File: src/dmr_defs.vh
// ==========================================================================
// Constants for the mode register two/three decode block
// ==========================================================================
// Holds register offsets, field positions, reset values and timing counts.
// Assumes inclusion by bare name from every design file of the block.
`ifndef DMR_DEFS_VH
`define DMR_DEFS_VH

// ==========================================================================
// Register offsets (byte addresses on the AXI4-Lite bus)
// ==========================================================================
`define DMR_OFS_CTRL 8'h00
`define DMR_OFS_LRCFG 8'h04
`define DMR_OFS_RPCFG 8'h08
`define DMR_OFS_STATUS 8'h0c
`define DMR_OFS_REFCNT 8'h10

// ==========================================================================
// Control register fields and reset value
// ==========================================================================
`define DMR_CTRL_ACD_LSB 0
`define DMR_CTRL_ACD_MSB 4
`define DMR_CTRL_WLEV 8
`define DMR_CTRL_NOMEN 9
`define DMR_CTRL_RST 32'h0000_0000

// ==========================================================================
// Status register fields (flags are write-one-to-clear)
// ==========================================================================
`define DMR_ST_LR_RSVD 0
`define DMR_ST_RP_RSVD 1
`define DMR_ST_CWL_BAD 2
`define DMR_ST_RTT_BAD 3
`define DMR_ST_TWD_LSB 8
`define DMR_ST_TWD_MSB 12

// ==========================================================================
// Latency/refresh config fields (address pin positions)
// ==========================================================================
`define DMR_LR_PAR_LSB 0
`define DMR_LR_PAR_MSB 2
`define DMR_LR_WCD_LSB 3
`define DMR_LR_WCD_MSB 5
`define DMR_LR_ASR 6
`define DMR_LR_HOT 7
`define DMR_LR_RTT_LSB 9
`define DMR_LR_RTT_MSB 10
`define DMR_LR_RSVD_MASK 14'h3900
`define DMR_RP_RSVD_MASK 14'h3ff8
`define DMR_RP_EN 2
`define DMR_LR_RST 14'h0000
`define DMR_RP_RST 14'h0000

// ==========================================================================
// Write column delay encoding and termination selections
// ==========================================================================
`define DMR_WCD_BASE 5'h05
`define DMR_WCD_MAXCODE 3'h4
`define DMR_RTT_OFF 2'h0
`define DMR_RTT_NOM 2'h1
`define DMR_RTT_WR 2'h2
`define DMR_RTT_WR_RSVD 2'h3

// ==========================================================================
// Timing: clock rate and normal refresh interval
// ==========================================================================
`define DMR_CLK_MHZ 100
`define DMR_REFI_NS 7800
`define DMR_REFI_CYC ((`DMR_REFI_NS * `DMR_CLK_MHZ) / 1000)
`define DMR_BURST_CYC 4

`endif

File: src/dmr_top.v
// ==========================================================================
// Mode register two/three decode and action block
// ==========================================================================
// Holds the capture of both configuration registers from mode-load
// commands, write latency, termination choice, self-refresh rate and
// retention, pattern readout, and the AXI4-Lite register slave.
// Assumes pins pass through dmr_cmd_decode; self_refresh_active comes from
// device logic on aclk.
//
// Register access over AXI4-Lite and the register offsets were left to the implementer.
`include "dmr_defs.vh"

// Overview of operation
// - Write termination applies during write bursts even with nominal off.
// - During write leveling only nominal termination; no dynamic switching.
// - Self-refresh with partial retention keeps only the chosen bank region.
// - Without self-refresh, regular refresh keeps all data under retention.
// - A3-A5 set write column delay: cycles from write to first data.
// - Write latency is whole cycles only; no half-cycle settings.
// - Total write delay is added delay plus column delay.
// - A9-A10 select the dynamic write termination setting.
// - Bit 7 clear gives normal single self-refresh rate.
// - Bit 7 set doubles internal self-refresh rate regardless of heat.
// - Pattern readout enabled returns the fixed pattern on reads.
// - Pattern readout disabled ignores pattern select bits A1-A0.
module dmr_top #(
  parameter REFI_CYC = `DMR_REFI_CYC,
  parameter [7:0] PATTERN = 8'h55,
  parameter BURST_CYC = `DMR_BURST_CYC
) (
  // Clock and reset
  input wire aclk,
  input wire aresetn,
  // AXI4-Lite write address and data
  input wire [7:0] s_axi_awaddr,
  input wire s_axi_awvalid,
  output wire s_axi_awready,
  input wire [31:0] s_axi_wdata,
  input wire [3:0] s_axi_wstrb,
  input wire s_axi_wvalid,
  output wire s_axi_wready,
  // AXI4-Lite write response
  output reg [1:0] s_axi_bresp,
  output reg s_axi_bvalid,
  input wire s_axi_bready,
  // AXI4-Lite read
  input wire [7:0] s_axi_araddr,
  input wire s_axi_arvalid,
  output wire s_axi_arready,
  output reg [31:0] s_axi_rdata,
  output reg [1:0] s_axi_rresp,
  output reg s_axi_rvalid,
  input wire s_axi_rready,
  // Command and address pins
  input wire cs_n,
  input wire ras_n,
  input wire cas_n,
  input wire we_n,
  input wire [2:0] bank_sel,
  input wire [13:0] addr,
  input wire odt_pin,
  // Device state from the surrounding array logic
  input wire self_refresh_active,
  // Results toward the array and data path
  output reg [1:0] on_die_termination,
  output reg [1:0] rtt_wr_sel,
  output reg write_data_take,
  output reg selfrefresh_tick,
  output reg [7:0] bank_retain,
  output reg pattern_valid,
  output reg [7:0] pattern_data
);

  // Decoded command stream
  wire mode_load;
  wire write_cmd;
  wire read_cmd;
  wire [2:0] bank_q;
  wire [13:0] addr_q;
  wire odt_q;
  wire take_w;
  wire burst_active;

  // Configuration and software state
  reg [13:0] lr_cfg_r;
  reg [13:0] rp_cfg_r;
  reg [31:0] ctrl_r;
  reg [3:0] flags_r;
  reg [3:0] flags_nxt;
  reg [15:0] refcnt_r;
  reg [10:0] ref_div_r;

  // AXI slave state
  reg aw_got_r;
  reg w_got_r;
  reg [7:0] awaddr_r;
  reg [31:0] wdata_r;
  reg [3:0] wstrb_r;

  // ========================================================================
  // Functions
  // ========================================================================
  // Write column delay in cycles from its three-bit code
  function [4:0] wcd_cycles;
    input [2:0] code;
    begin
      if (code > `DMR_WCD_MAXCODE) begin
        wcd_cycles = `DMR_WCD_BASE;
      end else begin
        wcd_cycles = `DMR_WCD_BASE + {2'h0, code};
      end
    end
  endfunction

  // Banks kept refreshed for a partial retention code
  function [7:0] retain_mask;
    input [2:0] code;
    begin
      case (code)
        3'h0: retain_mask = 8'hff;
        3'h1: retain_mask = 8'h0f;
        3'h2: retain_mask = 8'h03;
        3'h3: retain_mask = 8'h01;
        3'h4: retain_mask = 8'hfc;
        3'h5: retain_mask = 8'hf0;
        3'h6: retain_mask = 8'hc0;
        3'h7: retain_mask = 8'h80;
        default: retain_mask = 8'hff;
      endcase
    end
  endfunction

  // ========================================================================
  // Pin capture and write timing
  // ========================================================================
  dmr_cmd_decode u_dec (
    .aclk(aclk),
    .aresetn(aresetn),
    .cs_n(cs_n),
    .ras_n(ras_n),
    .cas_n(cas_n),
    .we_n(we_n),
    .bank_sel(bank_sel),
    .addr(addr),
    .odt_pin(odt_pin),
    .mode_load(mode_load),
    .write_cmd(write_cmd),
    .read_cmd(read_cmd),
    .bank_q(bank_q),
    .addr_q(addr_q),
    .odt_q(odt_q)
  );

  wire [4:0] wcd = wcd_cycles(lr_cfg_r[`DMR_LR_WCD_MSB:`DMR_LR_WCD_LSB]);
  wire [4:0] acd = ctrl_r[`DMR_CTRL_ACD_MSB:`DMR_CTRL_ACD_LSB];
  // Total delay is the plain sum of the two settings
  wire [5:0] twd = {1'b0, acd} + {1'b0, wcd};

  dmr_wlat #(
    .BURST_CYC(BURST_CYC)
  ) u_wlat (
    .aclk(aclk),
    .aresetn(aresetn),
    .write_cmd(write_cmd),
    .total_delay(twd),
    .data_take(take_w),
    .burst_active(burst_active)
  );

  // ========================================================================
  // Mode-load capture of both configuration registers
  // ========================================================================
  // Bank bits select the target; the other two targets are not ours
  wire load_lr = mode_load && bank_q == 3'h2;
  wire load_rp = mode_load && bank_q == 3'h3;

  always @(posedge aclk) begin
    if (!aresetn) begin
      lr_cfg_r <= `DMR_LR_RST;
      rp_cfg_r <= `DMR_RP_RST;
    end else begin
      if (load_lr) begin
        lr_cfg_r <= addr_q;
      end
      if (load_rp) begin
        // Pattern select dropped when readout is off
        rp_cfg_r <= addr_q[`DMR_RP_EN] ? addr_q : 14'h0000;
      end
    end
  end

  // ========================================================================
  // Status flags: sticky, set wins over a clear in the same cycle
  // ========================================================================
  // Bank bit 2 low is part of both target decodes, so a stray high bit
  // never reaches the latency config and cannot be flagged there.
  wire bank_sel_bit2_w = 1'b0;

  wire wr_status = aw_got_r && w_got_r && !s_axi_bvalid
    && awaddr_r == `DMR_OFS_STATUS && wstrb_r[0];

  always @* begin
    flags_nxt = flags_r;
    if (wr_status) begin
      flags_nxt = flags_nxt & ~wdata_r[3:0];
    end
    // Reserved bits loaded as one are flagged, not obeyed
    if (load_lr && (bank_sel_bit2_w ||
        (addr_q & `DMR_LR_RSVD_MASK) != 14'h0000)) begin
      flags_nxt[`DMR_ST_LR_RSVD] = 1'b1;
    end
    // Same check for the pattern config
    if (load_rp && (addr_q & `DMR_RP_RSVD_MASK) != 14'h0000) begin
      flags_nxt[`DMR_ST_RP_RSVD] = 1'b1;
    end
    if (load_lr && addr_q[5:3] > `DMR_WCD_MAXCODE) begin
      flags_nxt[`DMR_ST_CWL_BAD] = 1'b1;
    end
    if (load_lr && addr_q[10:9] == `DMR_RTT_WR_RSVD) begin
      flags_nxt[`DMR_ST_RTT_BAD] = 1'b1;
    end
  end

  always @(posedge aclk) begin
    if (!aresetn) begin
      flags_r <= 4'h0;
    end else begin
      flags_r <= flags_nxt;
    end
  end

  // ========================================================================
  // Termination choice
  // ========================================================================
  // Write value applies during a burst even if nominal is disabled, but
  // never while write leveling runs, where only nominal may act.
  always @(posedge aclk) begin
    if (!aresetn) begin
      on_die_termination <= `DMR_RTT_OFF;
      rtt_wr_sel <= 2'h0;
    end else begin
      rtt_wr_sel <= lr_cfg_r[`DMR_LR_RTT_MSB:`DMR_LR_RTT_LSB];
      if (ctrl_r[`DMR_CTRL_WLEV]) begin
        on_die_termination <= (odt_q && ctrl_r[`DMR_CTRL_NOMEN]) ?
          `DMR_RTT_NOM : `DMR_RTT_OFF;
      end else if (burst_active &&
          lr_cfg_r[`DMR_LR_RTT_MSB:`DMR_LR_RTT_LSB] != 2'h0) begin
        on_die_termination <= `DMR_RTT_WR;
      end else if (odt_q && ctrl_r[`DMR_CTRL_NOMEN]) begin
        on_die_termination <= `DMR_RTT_NOM;
      end else begin
        on_die_termination <= `DMR_RTT_OFF;
      end
    end
  end

  // ========================================================================
  // Self-refresh rate divider and bank retention
  // ========================================================================
  // Period halves when the hot rate bit is set, whatever the temperature
  wire [10:0] ref_period = lr_cfg_r[`DMR_LR_HOT] ?
    REFI_CYC[11:1] : REFI_CYC[10:0];

  always @(posedge aclk) begin
    if (!aresetn) begin
      ref_div_r <= 11'h000;
      selfrefresh_tick <= 1'b0;
      refcnt_r <= 16'h0000;
      bank_retain <= 8'hff;
    end else begin
      selfrefresh_tick <= 1'b0;
      if (!self_refresh_active) begin
        // Outside self-refresh the controller refreshes; all banks held
        ref_div_r <= 11'h000;
        bank_retain <= 8'hff;
      end else begin
        bank_retain <= retain_mask(
          lr_cfg_r[`DMR_LR_PAR_MSB:`DMR_LR_PAR_LSB]);
        if (ref_div_r >= ref_period - 11'h001) begin
          ref_div_r <= 11'h000;
          selfrefresh_tick <= 1'b1;
          refcnt_r <= refcnt_r + 16'h0001;
        end else begin
          ref_div_r <= ref_div_r + 11'h001;
        end
      end
    end
  end

  // ========================================================================
  // Write data strobe and pattern readout
  // ========================================================================
  always @(posedge aclk) begin
    if (!aresetn) begin
      write_data_take <= 1'b0;
      pattern_valid <= 1'b0;
      pattern_data <= 8'h00;
    end else begin
      write_data_take <= take_w;
      pattern_valid <= read_cmd && rp_cfg_r[`DMR_RP_EN];
      if (read_cmd && rp_cfg_r[`DMR_RP_EN]) begin
        pattern_data <= PATTERN;
      end
    end
  end

  // ========================================================================
  // AXI4-Lite write channel
  // ========================================================================
  // Address and data taken in either order; response follows both
  assign s_axi_awready = !aw_got_r && !s_axi_bvalid;
  assign s_axi_wready = !w_got_r && !s_axi_bvalid;
  wire wr_go = aw_got_r && w_got_r && !s_axi_bvalid;
  wire wr_hit = awaddr_r == `DMR_OFS_CTRL || awaddr_r == `DMR_OFS_STATUS
    || awaddr_r == `DMR_OFS_LRCFG || awaddr_r == `DMR_OFS_RPCFG
    || awaddr_r == `DMR_OFS_REFCNT;

  always @(posedge aclk) begin
    if (!aresetn) begin
      aw_got_r <= 1'b0;
      w_got_r <= 1'b0;
      awaddr_r <= 8'h00;
      wdata_r <= 32'h0000_0000;
      wstrb_r <= 4'h0;
      s_axi_bvalid <= 1'b0;
      s_axi_bresp <= 2'h0;
      ctrl_r <= `DMR_CTRL_RST;
    end else begin
      if (s_axi_awvalid && s_axi_awready) begin
        aw_got_r <= 1'b1;
        awaddr_r <= {s_axi_awaddr[7:2], 2'h0};
      end
      if (s_axi_wvalid && s_axi_wready) begin
        w_got_r <= 1'b1;
        wdata_r <= s_axi_wdata;
        wstrb_r <= s_axi_wstrb;
      end
      if (wr_go) begin
        aw_got_r <= 1'b0;
        w_got_r <= 1'b0;
        s_axi_bvalid <= 1'b1;
        s_axi_bresp <= wr_hit ? 2'h0 : 2'h2;
        if (awaddr_r == `DMR_OFS_CTRL) begin
          if (wstrb_r[0]) ctrl_r[7:0] <= wdata_r[7:0] & 8'h1f;
          if (wstrb_r[1]) ctrl_r[15:8] <= wdata_r[15:8] & 8'h03;
        end
      end else if (s_axi_bvalid && s_axi_bready) begin
        s_axi_bvalid <= 1'b0;
      end
    end
  end

  // ========================================================================
  // AXI4-Lite read channel
  // ========================================================================
  // One read at a time; data comes one cycle after the address is taken
  assign s_axi_arready = !s_axi_rvalid;

  always @(posedge aclk) begin
    if (!aresetn) begin
      s_axi_rvalid <= 1'b0;
      s_axi_rdata <= 32'h0000_0000;
      s_axi_rresp <= 2'h0;
    end else if (s_axi_arvalid && s_axi_arready) begin
      s_axi_rvalid <= 1'b1;
      s_axi_rresp <= 2'h0;
      case ({s_axi_araddr[7:2], 2'h0})
        `DMR_OFS_CTRL: s_axi_rdata <= ctrl_r;
        `DMR_OFS_LRCFG: s_axi_rdata <= {18'h00000, lr_cfg_r};
        `DMR_OFS_RPCFG: s_axi_rdata <= {18'h00000, rp_cfg_r};
        `DMR_OFS_STATUS: s_axi_rdata <= {19'h00000, twd[4:0], 4'h0,
          flags_r};
        `DMR_OFS_REFCNT: s_axi_rdata <= {16'h0000, refcnt_r};
        default: begin
          s_axi_rdata <= 32'h0000_0000;
          s_axi_rresp <= 2'h2;
        end
      endcase
    end else if (s_axi_rvalid && s_axi_rready) begin
      s_axi_rvalid <= 1'b0;
    end
  end

endmodule

File: src/dmr_cmd_decode.v
// ==========================================================================
// Command pin synchroniser and command decoder
// ==========================================================================
// Holds the two-flop capture of the command/address pins and the decode
// of mode-load, write and read commands into one-cycle pulses.
// Assumes pins arrive from outside the aclk domain.
`include "dmr_defs.vh"

module dmr_cmd_decode (
  // Clock and reset
  input wire aclk,
  input wire aresetn,
  // Command and address pins
  input wire cs_n,
  input wire ras_n,
  input wire cas_n,
  input wire we_n,
  input wire [2:0] bank_sel,
  input wire [13:0] addr,
  input wire odt_pin,
  // Decoded outputs
  output reg mode_load,
  output reg write_cmd,
  output reg read_cmd,
  output reg [2:0] bank_q,
  output reg [13:0] addr_q,
  output reg odt_q
);

  reg [21:0] meta_r;
  reg [21:0] sync_r;

  // ========================================================================
  // Two-flop synchroniser; only the second stage feeds the decoder
  // ========================================================================
  always @(posedge aclk) begin
    if (!aresetn) begin
      meta_r <= 22'h3c0000;
      sync_r <= 22'h3c0000;
    end else begin
      meta_r <= {cs_n, ras_n, cas_n, we_n, odt_pin, bank_sel, addr};
      sync_r <= meta_r;
    end
  end

  // Decode registered so that command and fields line up in time
  always @(posedge aclk) begin
    if (!aresetn) begin
      mode_load <= 1'b0;
      write_cmd <= 1'b0;
      read_cmd <= 1'b0;
      bank_q <= 3'h0;
      addr_q <= 14'h0000;
      odt_q <= 1'b0;
    end else begin
      mode_load <= (sync_r[21:18] == 4'h0);
      write_cmd <= (sync_r[21:18] == 4'h4);
      read_cmd <= (sync_r[21:18] == 4'h5);
      bank_q <= sync_r[16:14];
      addr_q <= sync_r[13:0];
      odt_q <= sync_r[17];
    end
  end

endmodule

File: src/dmr_wlat.v
// ==========================================================================
// Write latency timer
// ==========================================================================
// Holds the counter that marks when the first write data bit is taken and
// the window of the write burst that follows it.
// Assumes one write in flight; a new write restarts the count.
`include "dmr_defs.vh"

module dmr_wlat #(
  parameter BURST_CYC = `DMR_BURST_CYC
) (
  // Clock and reset
  input wire aclk,
  input wire aresetn,
  // Request
  input wire write_cmd,
  input wire [5:0] total_delay,
  // Results
  output reg data_take,
  output wire burst_active
);

  reg [5:0] cnt_r;
  reg busy_r;
  reg [3:0] burst_r;

  // ========================================================================
  // Count whole cycles only; there is no half-cycle setting
  // ========================================================================
  always @(posedge aclk) begin
    if (!aresetn) begin
      cnt_r <= 6'h00;
      busy_r <= 1'b0;
      data_take <= 1'b0;
      burst_r <= 4'h0;
    end else begin
      data_take <= 1'b0;
      if (write_cmd) begin
        // Delay counted from the command: added plus column delay
        cnt_r <= total_delay - 6'h01;
        busy_r <= 1'b1;
      end else if (busy_r) begin
        if (cnt_r == 6'h01) begin
          data_take <= 1'b1;
          busy_r <= 1'b0;
          burst_r <= BURST_CYC[3:0];
        end
        cnt_r <= cnt_r - 6'h01;
      end
      if (!write_cmd && burst_r != 4'h0) begin
        burst_r <= burst_r - 4'h1;
      end
    end
  end

  assign burst_active = (burst_r != 4'h0);

endmodule

File: config.mk
export PLATFORM = sky130hd
export DESIGN_NAME = dmr_top
export DESIGN_NICKNAME = d
export VERILOG_FILES = /design/src/dmr_top.v /design/src/dmr_cmd_decode.v /design/src/dmr_wlat.v
export VERILOG_INCLUDE_DIRS = /design/src /design/src/src
export SDC_FILE = /design/constraint.sdc
export NUM_CORES = 1
export LEC_CHECK = 0
export ABC_AREA = 1
export BUFFER_PORTS_ARGS = -buffer_cell sky130_fd_sc_hd__buf_4
export CAP_MARGIN = 0
export CORE_MARGIN = 3
export CORE_UTILIZATION = 41
export DETAILED_ROUTE_END_ITERATION = 10
export PLACE_DENSITY_LB_ADDON = 0.15
export SYNTH_ARGS = -nofsm -noshare
export SYNTH_HDL_FRONTEND = slang
export SYNTH_SLANG_ARGS = --single-unit
File: constraint.sdc
create_clock -name aclk -period 2.65 [get_ports aclk]
set_input_delay 0.265 -clock aclk [delete_from_list [all_inputs] [get_ports aclk]]
set_output_delay 0.265 -clock aclk [all_outputs]
set_load 0.005 [all_outputs]
==> results of run 1 <==
==> stage by stage <==
step,cells,total power (W)
after floorplan,1050,0.00344
after global placement,1350,0.00357
after detailed placement,1350,0.00357
after CTS,1395,0.00618
after global routing,1395,0.00639
final,1395,0.00611
==> flip-flops by register name, indices dropped and copies added (netlist names), 6 cells and up <==
name,count
awaddr_r,6
bank_retain,6
ctrl_r,7
lr_cfg_r,14
ref_div_r,11
refcnt_r,16
rp_cfg_r,14
s_axi_rdata,16
u_dec.addr_q,14
u_dec.meta_r,22
u_dec.sync_r,22
u_wlat.cnt_r,6
wdata_r,7
==> cell families (layout without fill, tap and decap cells) <==
kind of cell | Yosys count | in the layout | synth area share
muxes | 1 | 1 | 0.00142
xor gates and xnor gates | 21 | 21 | 0.0231
AOI/OAI and AO/OA | 198 | 198 | 0.137
buffers and inverters | 223 | 308 | 0.123
and+or+nand+nor | 373 | 373 | 0.198
adders and majority gates | 18 | 18 | 0.0293
DFF | 194 | 194 | 0.488
other | 1 | 22 | 0.000471
==> final timing paths <==
check	cells after the start	start	to
min	3	bank_sel[2]	u_dec.meta_r[16]
max reg2reg	16	lr_cfg_r[3]	u_wlat.cnt_r[4]
min reg2reg	1	u_dec.sync_r[19]	u_dec.read_cmd
max	16	lr_cfg_r[3]	u_wlat.cnt_r[4]
==> cell usage in the layout, fill, tap and decap left out, types with 2 or more instances in the layout <==
cell type      netlist  layout
a211oi_1             3       3
a21oi_1             79      79
a22oi_1              5       5
a31oi_1              2       2
buf_4               28      99
clkbuf_16            0      17
clkbuf_8             0       3
clkinv_1             2       2
clkinv_4             0       3
conb_1               1      22
dfxtp_1            194     193
dlygate4sd3_1        0      13
ha_1                17      16
inv_1              161     161
inv_6                0       3
inv_8                0       4
nand2_1            196     196
nand3_1             48      48
nand4_1             12      12
nor2_1              85      84
nor2_2               2       3
nor3_1              12      12
o211ai_1             5       5
o21a_1               2       2
o21ai_0             80      80
o21ai_1              2       2
o221ai_1             3       3
o22ai_1              7       7
o31ai_1              2       2
o32ai_1              4       4
or2_2                9       9
xnor2_1              5       5
xor2_1              16      16
==> synthesized netlist by cell type, types with 2 or more instances <==
library cell / count / area [µm²]
o22ai_1: 7 / 43.8
a31oi_1: 2 / 12.5
clkbuf_1: 20 / 75.1
o221ai_1: 3 / 26.3
buf_6: 3 / 33.8
or2_2: 9 / 56.3
o21a_1: 2 / 15.0
xnor2_1: 5 / 43.8
a21oi_1: 79 / 395
ha_1: 17 / 213
clkinv_1: 2 / 7.51
o211ai_1: 5 / 37.5
a211oi_1: 3 / 22.5
buf_4: 28 / 210
nor3_1: 12 / 60.1
o31ai_1: 2 / 15.0
xor2_1: 16 / 140
o21ai_1: 2 / 10.0
nand4_1: 12 / 75.1
dfxtp_1: 194 / 3880
o21ai_0: 80 / 400
nand3_1: 48 / 240
buf_2: 8 / 40.0
nor2_1: 85 / 319
inv_1: 161 / 604
nand2_1: 196 / 736
nor2_2: 2 / 12.5
a22oi_1: 5 / 37.5
o32ai_1: 4 / 35.0
==> worst min-delay path, stage by stage <==
cell and delay, ns:
buf_4 0.07, nand2_1 0.04, inv_1 0.04
==> routing by layer <==
layer	vias up	track usage	wire length, µm
met5	-	0	0
met4	0	0.0480	176
met3	13	0.0356	924
met2	142	0.263	7700
met1	2828	0.239	8730
li1	3428	-	-
==> power breakdown <==
part | total, W | leakage (nW) | internal [W] | switching, W
clock | 0.00259 | 0.295 | 0.00141 | 0.00118
sequential | 0.00306 | 1.58 | 0.00302 | 0.0000455
combinational | 0.000452 | 2.42 | 0.000192 | 0.000260
total | 0.00611 | 4.30 | 0.00462 | 0.00148
==> final cells by class <==
| class | instances | area [µm²] | area share |
|---|---|---|---|
| flip-flops and latches | 194 | 3880 | 0.410 |
| multi-input cells | 633 | 3180 | 0.335 |
| repair buffers | 112 | 873 | 0.0921 |
| inverters | 164 | 616 | 0.0649 |
| clock buffers | 20 | 467 | 0.0492 |
| well taps | 260 | 325 | 0.0343 |
| clock inverters | 12 | 135 | 0.0143 |
==> repair_timing <==
item / CTS / global route
resized for setup: 0 / 3
setup endpoints to repair: 0 / 4
hold buffers: 13 / 0
endpoints found under the hold margin: 13 / 0
==> flow_summary.yaml, run 1 <==
worst_setup_path:
  crit_arrival_ns: 2.74
  critPathTopFamily: "adder cells"
  crit_buf_inv: 4
  crit_path_cell_trace: "inv_1 -> ha_1 -> inv_1 -> nand2_1 -> nand2_1 -> ha_2 -> inv_1 -> fa_1 -> ha_1 -> inv_1 -> nor2_2 -> nand3_1 -> nand2_1 -> nand3_1 -> nand2_1 -> a21oi_1"
  cp-start-kind: "register"
  slowest_delay_ns: 0.54
  required_ns: 2.96
  cp-end-kind: "register"
  critPathKind: "register to register"
  crit_slowest_cell: "fa_1"
  reg2reg_slack_ns: 0.22
  critPathMaxFanout: 5
timing:
  worst_slew_pin_slew_ns: 0.767
  setup_tns_ns: 0
  period_share: 0.917
  holdWs_ns: 0.0166
  slew_headroom: 0.489
  fmax_mhz: 411
  setup_slack_ns: 0.219
  maxSlewViolCount: 0
  period_needed_ns: 2.43
  skew_ns: 0.0112
  finalHoldViolations: 0
  setup_viol: 0
die:
  die_h_um: 145
  io-pin-count: 146
  num_rows: 50
  die_x_um: 145
  core-area_um2: 18900
  start_util: 0.421
  die_area_um2: 21100
grt:
  grt_remaining_overflow: 0
  grt_pass1_wl_mm: 29.8
  grt_pass1_vias: 6121
  antenna_found_initial: 0
  grt_max_degree: 85
  globalRouteTotalUtil: 0.170
clock_network:
  cts_root_buf: "clkbuf_16"
  htreeDepth: 4
  clock-sinks: 194
  clk_pin_slew_ns: 0.08
  cts_buffer_depth: 2
  cts_tree: "yes"
  clk_latency_ns: 0.43
  numCtsBuffers: 17
  post_cts_buffers: 0
power:
  powerDensity_nw_per_um2: 644
  leakage_nw: 4.30
  peakVddDrop_v: 0.000436
route:
  drtPass1Iterations: 5
  drtIter0Drc: 367
  drt-wirelength-per-cell_um: 12.6
  vias_per_cell: 4.60
  wl_mm: 17.5
  ant_nets: 0
  drc: 0
  num_vias: 6411
yosys:
  ys_seq_area_frac: 0.488
  ys_async_sr_fraction: 0
  synth-main-ff-cell: "dfxtp_1"
  synth_warnings: 0
  synth-seq-cells: 194
  syn_inst: 1029
  synth_edf_count: 0
  synth.avg_cell_area_um2: 7.73
  synth.cell_area_um2: 7950
  synth.distinct_cells: 46
finish:
  final_cell_area_um2: 9480
  finalNetCount: 1222
  num_antenna_cells: 0
  n_fill_cell: 1925
  syn_to_final_growth_pct: 19.2
  drive_above_1_share: 0.134
  fin_util: 0.502
placement:
  dp_hpwl_mm: 12.6
  pre_cts_slack_ns: 0.148
  gp_congestion: 0.850
  placed_cell_area_um2: 8740
  io_buffers: 92
worst_hold_path:
  hold_class: "primary input to register"
run:
  max_cap_viol_count: 0
outcome:
  status: "finished, final reports clean"
Power figures use the tool's default switching activity.
==> run 2, diff against run 1 <==
Settings changed: ABC_AREA 1 to default.
==> run 2 against run 1 <==
  * Routed wire length decreased by 2.8%
  * Power decreased by 2.9%
  * Clock power decreased by 5%
  * Synthesized area is 5.2% lower
  * Largest power group unchanged
  * Flip-flop and latch count stayed put
  * Critical path type unchanged
  * Critical path depth decreased by 4
==> flow_summary.yaml, run 2 <==
worst_hold_path:
  holdPathStages: 2
  worstHoldStart: "addr[12]"
  hold_class: "primary input to register"
  timing.hold.worst_endpoint: "u_dec.meta_r[12]"
grt:
  grt_pass1_wl_mm: 26.9
  grt_max_degree: 63
  grt_remaining_overflow: 0
  grt_pass1_vias: 5137
  globalRouteTotalUtil: 0.169
  antenna_found_initial: 0
run:
  max_cap_viol_count: 0
finish:
  finalNetCount: 999
  drive_above_1_share: 0.164
  mostFrequentLayoutCell: "dfxtp_1"
  mostFrequentLayoutCells: "dfxtp_1, nand2_1, buf_4"
  syn_to_final_growth_pct: 18.4
  num_antenna_cells: 0
  top_regs: "u_dec.meta_r (22), u_dec.sync_r (22)"
  n_fill_cell: 1698
clock_network:
  post_cts_buffers: 0
  cts_root_buf: "clkbuf_16"
  cts_tree: "yes"
  cts_buffer_depth: 2
  clk_latency_ns: 0.44
  clock-sinks: 194
  htreeDepth: 4
  clk_pin_slew_ns: 0.07
  numCtsBuffers: 17
worst_setup_path:
  crit_buf_inv: 2
  required_ns: 3.00
  slowest_delay_ns: 0.39
  cp-end-kind: "register"
  crit_arrival_ns: 2.78
  critPathMaxFanout: 4
  critPathTopFamily: "adder cells"
  critPathKind: "register to register"
  crit_path_cell_trace: "inv_1 -> ha_1 -> nand2b_1 -> nand2_1 -> ha_1 -> inv_1 -> fa_1 -> nand2b_1 -> a21oi_2 -> xnor2_2 -> or2_2 -> a31oi_1"
  reg2regPathDepth: 12
  r2r_end: "s_axi_rdata[12]"
  crit_slowest_cell: "fa_1"
  cp-start-kind: "register"
  reg2reg_from: "lr_cfg_r[4]"
  reg2reg_slack_ns: 0.22
yosys:
  synth_edf_count: 0
  yosys-mux-area-fraction: 0.0163
  synth_xor_area_frac: 0.0244
  ys_async_sr_fraction: 0
  ys_seq_area_frac: 0.515
  synthSimpleGateAreaFrac: 0.224
  yosysTopAreaCell: "dfxtp_1"
  synth-seq-cells: 194
  synth_area_leaders: "dfxtp_1, and2_1, nand2_1"
  synth.cell_area_um2: 7540
  syn_inst: 818
  netlist_top_cells_count: "dfxtp_1, nand2_1, and2_1, nor2_1, a21oi_1"
  synth_top_family_by_area: "simple AND/OR/NAND/NOR gates"
  synth_warnings: 0
  synth.distinct_cells: 53
  synth-main-ff-cell: "dfxtp_1"
  synth-compound-area-share: 0.133
  synth.avg_cell_area_um2: 9.22
  synth_top_area_frac: 0.515
  yosysMostFrequentCell: "dfxtp_1"
  synthAdderAreaFrac: 0.0309
timing:
  setup_tns_ns: 0
  slew_headroom: 0.452
  setup_slack_ns: 0.223
  skew_ns: 0.0131
  period_needed_ns: 2.43
  setup_viol: 0
  finalHoldViolations: 0
  worst_slew_pin_slew_ns: 0.822
  fmax_mhz: 412
  period_share: 0.916
  rsz0062_at_grt: "no"
  maxSlewViolCount: 0
die:
  start_util: 0.427
  num_rows: 48
  die_x_um: 142
  core-area_um2: 17700
  die_area_um2: 20100
  die_h_um: 142
  io-pin-count: 146
route:
  wl_mm: 17.0
  drc: 0
  ant_nets: 0
  vias_per_cell: 5.04
  drtPass1Iterations: 5
  drt-wirelength-per-cell_um: 15.0
  num_vias: 5732
  drtIter0Drc: 376
placement:
  pre_cts_slack_ns: 0.151
  gp_congestion: 0.815
  dp_hpwl_mm: 11.8
  io_buffers: 92
power:
  leakage_nw: 3.51
  powerDensity_nw_per_um2: 664
  peakVddDrop_v: 0.000448
outcome:
  status: "finished, final reports clean"
## run 2: cell types whose count changed in the layout (fill, tap and decap cells not counted), sizes merged, moves of 10 or more
| cell | delta |
|---|---|
| a21oi | -24 |
| a31oi | +11 |
| nand3 | -23 |
| nand2b | +13 |
| o21ai | -50 |
| nand2 | -95 |
| nor2 | -27 |
| and2 | +64 |
| a22o | +12 |
| inv | -145 |
| mux2i | +10 |
## run 2: metal layers
| layer | up-vias | share of wire | global-route usage |
|---|---|---|---|
| li1 | 2944 | - | - |
| met1 | 2624 | 0.48 | 0.235 |
| met2 | 144 | 0.45 | 0.263 |
| met3 | 20 | 0.054 | 0.0354 |
| met4 | 0 | 0.014 | 0.0601 |
| met5 | - | 0 | 0 |
## run 2: through the flow
stage          std cells  hold slack [ns]  total power (W)  utilization  cell area, µm²
5_1_grt             1137           0.0188          0.00617        0.506            8930
3_3_place_gp        1100            0.392          0.00354        0.470            8300
3_5_place_dp        1100            0.396          0.00354        0.470            8300
6_report            1137           0.0303          0.00593        0.506            8930
4_1_cts             1137           0.0152          0.00599        0.505            8910
2_1_floorplan        839            0.365          0.00341            -            7620
## run 2: area by class of cell
type | instances | area [µm²] | area share
clock inverters | 13 | 120 | 0.0134
repair buffers | 106 | 808 | 0.0905
inverters | 17 | 63.8 | 0.00714
multi-input cells | 563 | 3330 | 0.373
clock buffers | 19 | 443 | 0.0496
flip-flops and latches | 194 | 3880 | 0.435
well taps | 225 | 282 | 0.0315
## run 2: how the worst max path moves through the flow
stage	from	to	cells past startpoint
global placement	lr_cfg_r[4]	u_wlat.cnt_r[5]	11
detailed placement	lr_cfg_r[4]	u_wlat.cnt_r[5]	11
finish	lr_cfg_r[4]	s_axi_rdata[12]	12
global route	lr_cfg_r[4]	u_wlat.cnt_r[4]	12
CTS	lr_cfg_r[4]	u_wlat.cnt_r[5]	11
floorplan	lr_cfg_r[3]	u_wlat.cnt_r[4]	12
## run 2: worst register-to-register path: stages, from the launching register on
cell	delay, ns
dfxtp_2	0.35
inv_1	0.06
ha_1	0.18
nand2b_1	0.15
nand2_1	0.08
ha_1	0.15
inv_1	0.06
fa_1	0.39
nand2b_1	0.17
a21oi_2	0.17
xnor2_2	0.11
or2_2	0.31
a31oi_1	0.17
## run 2: power breakdown
part           internal, W  switching (W)
clock              0.00126        0.00119
sequential         0.00301      0.0000524
combinational     0.000195       0.000222
## run 2: repair_timing
action,in CTS,in global routing
hold buffers,5,0
resized for setup,0,4
hold endpoints to repair,5,0
endpoints found under the setup margin,0,4
## run 2: cells by family (layout without fill, tap and decap cells)
kind of cell	count (synthesis)	after routing
AND/OR/NAND/NOR	332	332
multiplexers	12	12
other	1	22
adder cells (fa/ha/maj)	18	18
buffers and inverters	82	155
flip-flops	194	194
AO/OA/AOI/OAI	158	158
XOR/XNOR	21	21
==> run 3, diff against run 2 <==
Settings changed: BUFFER_PORTS_ARGS -buffer_cell sky130_fd_sc_hd__buf_4 to -buffer_cell sky130_fd_sc_hd__clkbuf_2.
==> run 3 against run 2 <==
  * Critical path depth unchanged
  * Final cell count barely moved
  * Register-to-register slack better by 0.03 ns
  * Global-route usage increased by 0.095 points
  * Critical path type unchanged
  * Critical endpoint is now u_wlat.cnt_r[4]
==> flow_summary.yaml, run 3 (same netlist as run 2, synthesis figures left out) <==
clock_network:
  clock-sinks: 194
  htreeDepth: 4
  clk_pin_slew_ns: 0.07
  cts_buffer_depth: 2
  cts_root_buf: "clkbuf_16"
  cts_tree: "yes"
  clk_latency_ns: 0.43
  post_cts_buffers: 0
  numCtsBuffers: 17
timing:
  fmax_mhz: 417
  worst_slew_pin_slew_ns: 0.809
  slew_headroom: 0.461
  setup_viol: 0
  period_share: 0.906
  finalHoldViolations: 0
  maxSlewViolCount: 0
  skew_ns: 0.0115
  period_needed_ns: 2.40
run:
  max_cap_viol_count: 0
route:
  vias_per_cell: 5.03
  drtPass1Iterations: 6
  wl_mm: 16.8
  num_vias: 5709
  drtIter0Drc: 358
  drc: 0
  drt-wirelength-per-cell_um: 14.8
  ant_nets: 0
worst_setup_path:
  crit_arrival_ns: 2.74
  cp-start-kind: "register"
  crit_top_cell: "ha_1"
  critPathKind: "register to register"
  cp-end-kind: "register"
  crit_slowest_cell: "fa_1"
  crit_path_cell_trace: "inv_1 -> ha_1 -> nand2b_1 -> nand2_1 -> ha_1 -> inv_1 -> fa_1 -> ha_1 -> nor2b_1 -> o21ai_0 -> xnor2_1 -> a211oi_1"
  critPathMaxFanout: 4
  required_ns: 2.99
  slowest_delay_ns: 0.52
finish:
  mostFrequentLayoutCells: "dfxtp_1, nand2_1, clkbuf_2"
  mostFrequentLayoutCell: "dfxtp_1"
  drive_above_1_share: 0.167
  n_fill_cell: 1729
  stdcell_count: 1136
  fin_util: 0.495
  finalNetCount: 998
  top_regs: "u_dec.meta_r (22), u_dec.sync_r (22)"
  syn_to_final_growth_pct: 15.9
  num_antenna_cells: 0
power:
  p_int_w: 0.00470
  leakage_nw: 3.47
  powerDensity_nw_per_um2: 699
  power_switching_w: 0.00140
  peakVddDrop_v: 0.000468
  seqPwrFrac: 0.501
  clkPwrFrac: 0.435
  swShare: 0.230
  p_comb_frac: 0.063
grt:
  grt_max_degree: 60
  globalRouteTotalUtil: 0.170
  antenna_found_initial: 0
  grt_pass1_wl_mm: 27.4
  grt_remaining_overflow: 0
  grt_pass1_vias: 5311
die:
  die_area_um2: 20100
  core-area_um2: 17700
  start_util: 0.427
  io-pin-count: 146
  die_h_um: 142
  die_x_um: 142
  num_rows: 48
placement:
  gp_congestion: 0.808
  io_buffers: 92
  dp_hpwl_mm: 11.8
  dp.cells: 1101
worst_hold_path:
  hold_class: "primary input to register"
outcome:
  status: "finished, final reports clean"
-- run 3: cell count changes in the layout (fill, tap and decap cells not counted) --
cell	previous run	this run
clkbuf_2	0	92
buf_4	101	10
dlygate4sd3_1	5	3
clkbuf_1	1	0
bufinv_16	0	3
clkinv_4	0	1
clkinv_8	1	0
inv_8	3	1
clkinvlp_4	4	2
clkinv_2	1	3
-- run 3: worst paths after layout --
kind / depth (start not counted) / slack (ns) / from / end
max: 12 / 0.25 / lr_cfg_r[4] / u_wlat.cnt_r[4]
min: 2 / 0.02 / ras_n / u_dec.meta_r[20]
max reg2reg: 12 / 0.25 / lr_cfg_r[4] / u_wlat.cnt_r[4]
min reg2reg: 1 / 0.40 / u_dec.meta_r[18] / u_dec.sync_r[18]
-- run 3: through the flow --
step                power [W]  setup WS, ns  area [µm²]  hold WS, ns   TNS, ns
finish                0.00610         0.250        8740       0.0190         0
global route          0.00635      -0.00156        8740       0.0158  -0.00156
CTS                   0.00617         0.145        8720     0.000353         0
detailed placement    0.00352         0.160        8080        0.396         0
global placement      0.00351         0.181        8080        0.394         0
floorplan             0.00341         0.327        7620        0.365         0
-- run 3: worst max-delay path, delay by kind of cell (launching register included) --
| kind | cells | cell delay, ns |
|---|---|---|
| compound gates | 2 | 0.31 |
| xor+xnor | 1 | 0.14 |
| fa+ha+maj | 4 | 1.03 |
| buf+inv | 2 | 0.12 |
| flops | 1 | 0.36 |
| simple gates | 3 | 0.36 |
-- run 3: power groups by stage --
stage,Combinational [W],Sequential (W),Clock [W]
floorplan,0.000293,0.00311,0
global placement,0.000382,0.00313,0
detailed placement,0.000391,0.00313,0
CTS,0.000395,0.00306,0.00272
global route,0.000446,0.00307,0.00284
finish,0.000387,0.00306,0.00266
-- run 3: per-layer routing --
layer	vias to the layer above	GRT usage	wire (µm)
met5	-	0	0
met4	0	0.0662	282
met3	16	0.0391	995
met2	169	0.259	7370
met1	2581	0.236	8140
li1	2943	-	-
-- run 3: area by class of cell --
class	count	area, µm²	share of cell area
sequential	194	3880	0.445
multi-input combinational	563	3330	0.381
timing repair buffer	105	566	0.0647
clock buffer	18	439	0.0503
tap	225	282	0.0322
clock inverter	14	175	0.0200
inverter	17	63.8	0.00730
-- run 3: repair_timing --
action                                  in CTS  in global routing
endpoints found under the setup margin       0                  4
hold endpoints to repair                     3                  0
hold buffers                                 3                  0
gates resized for setup                      0                  4
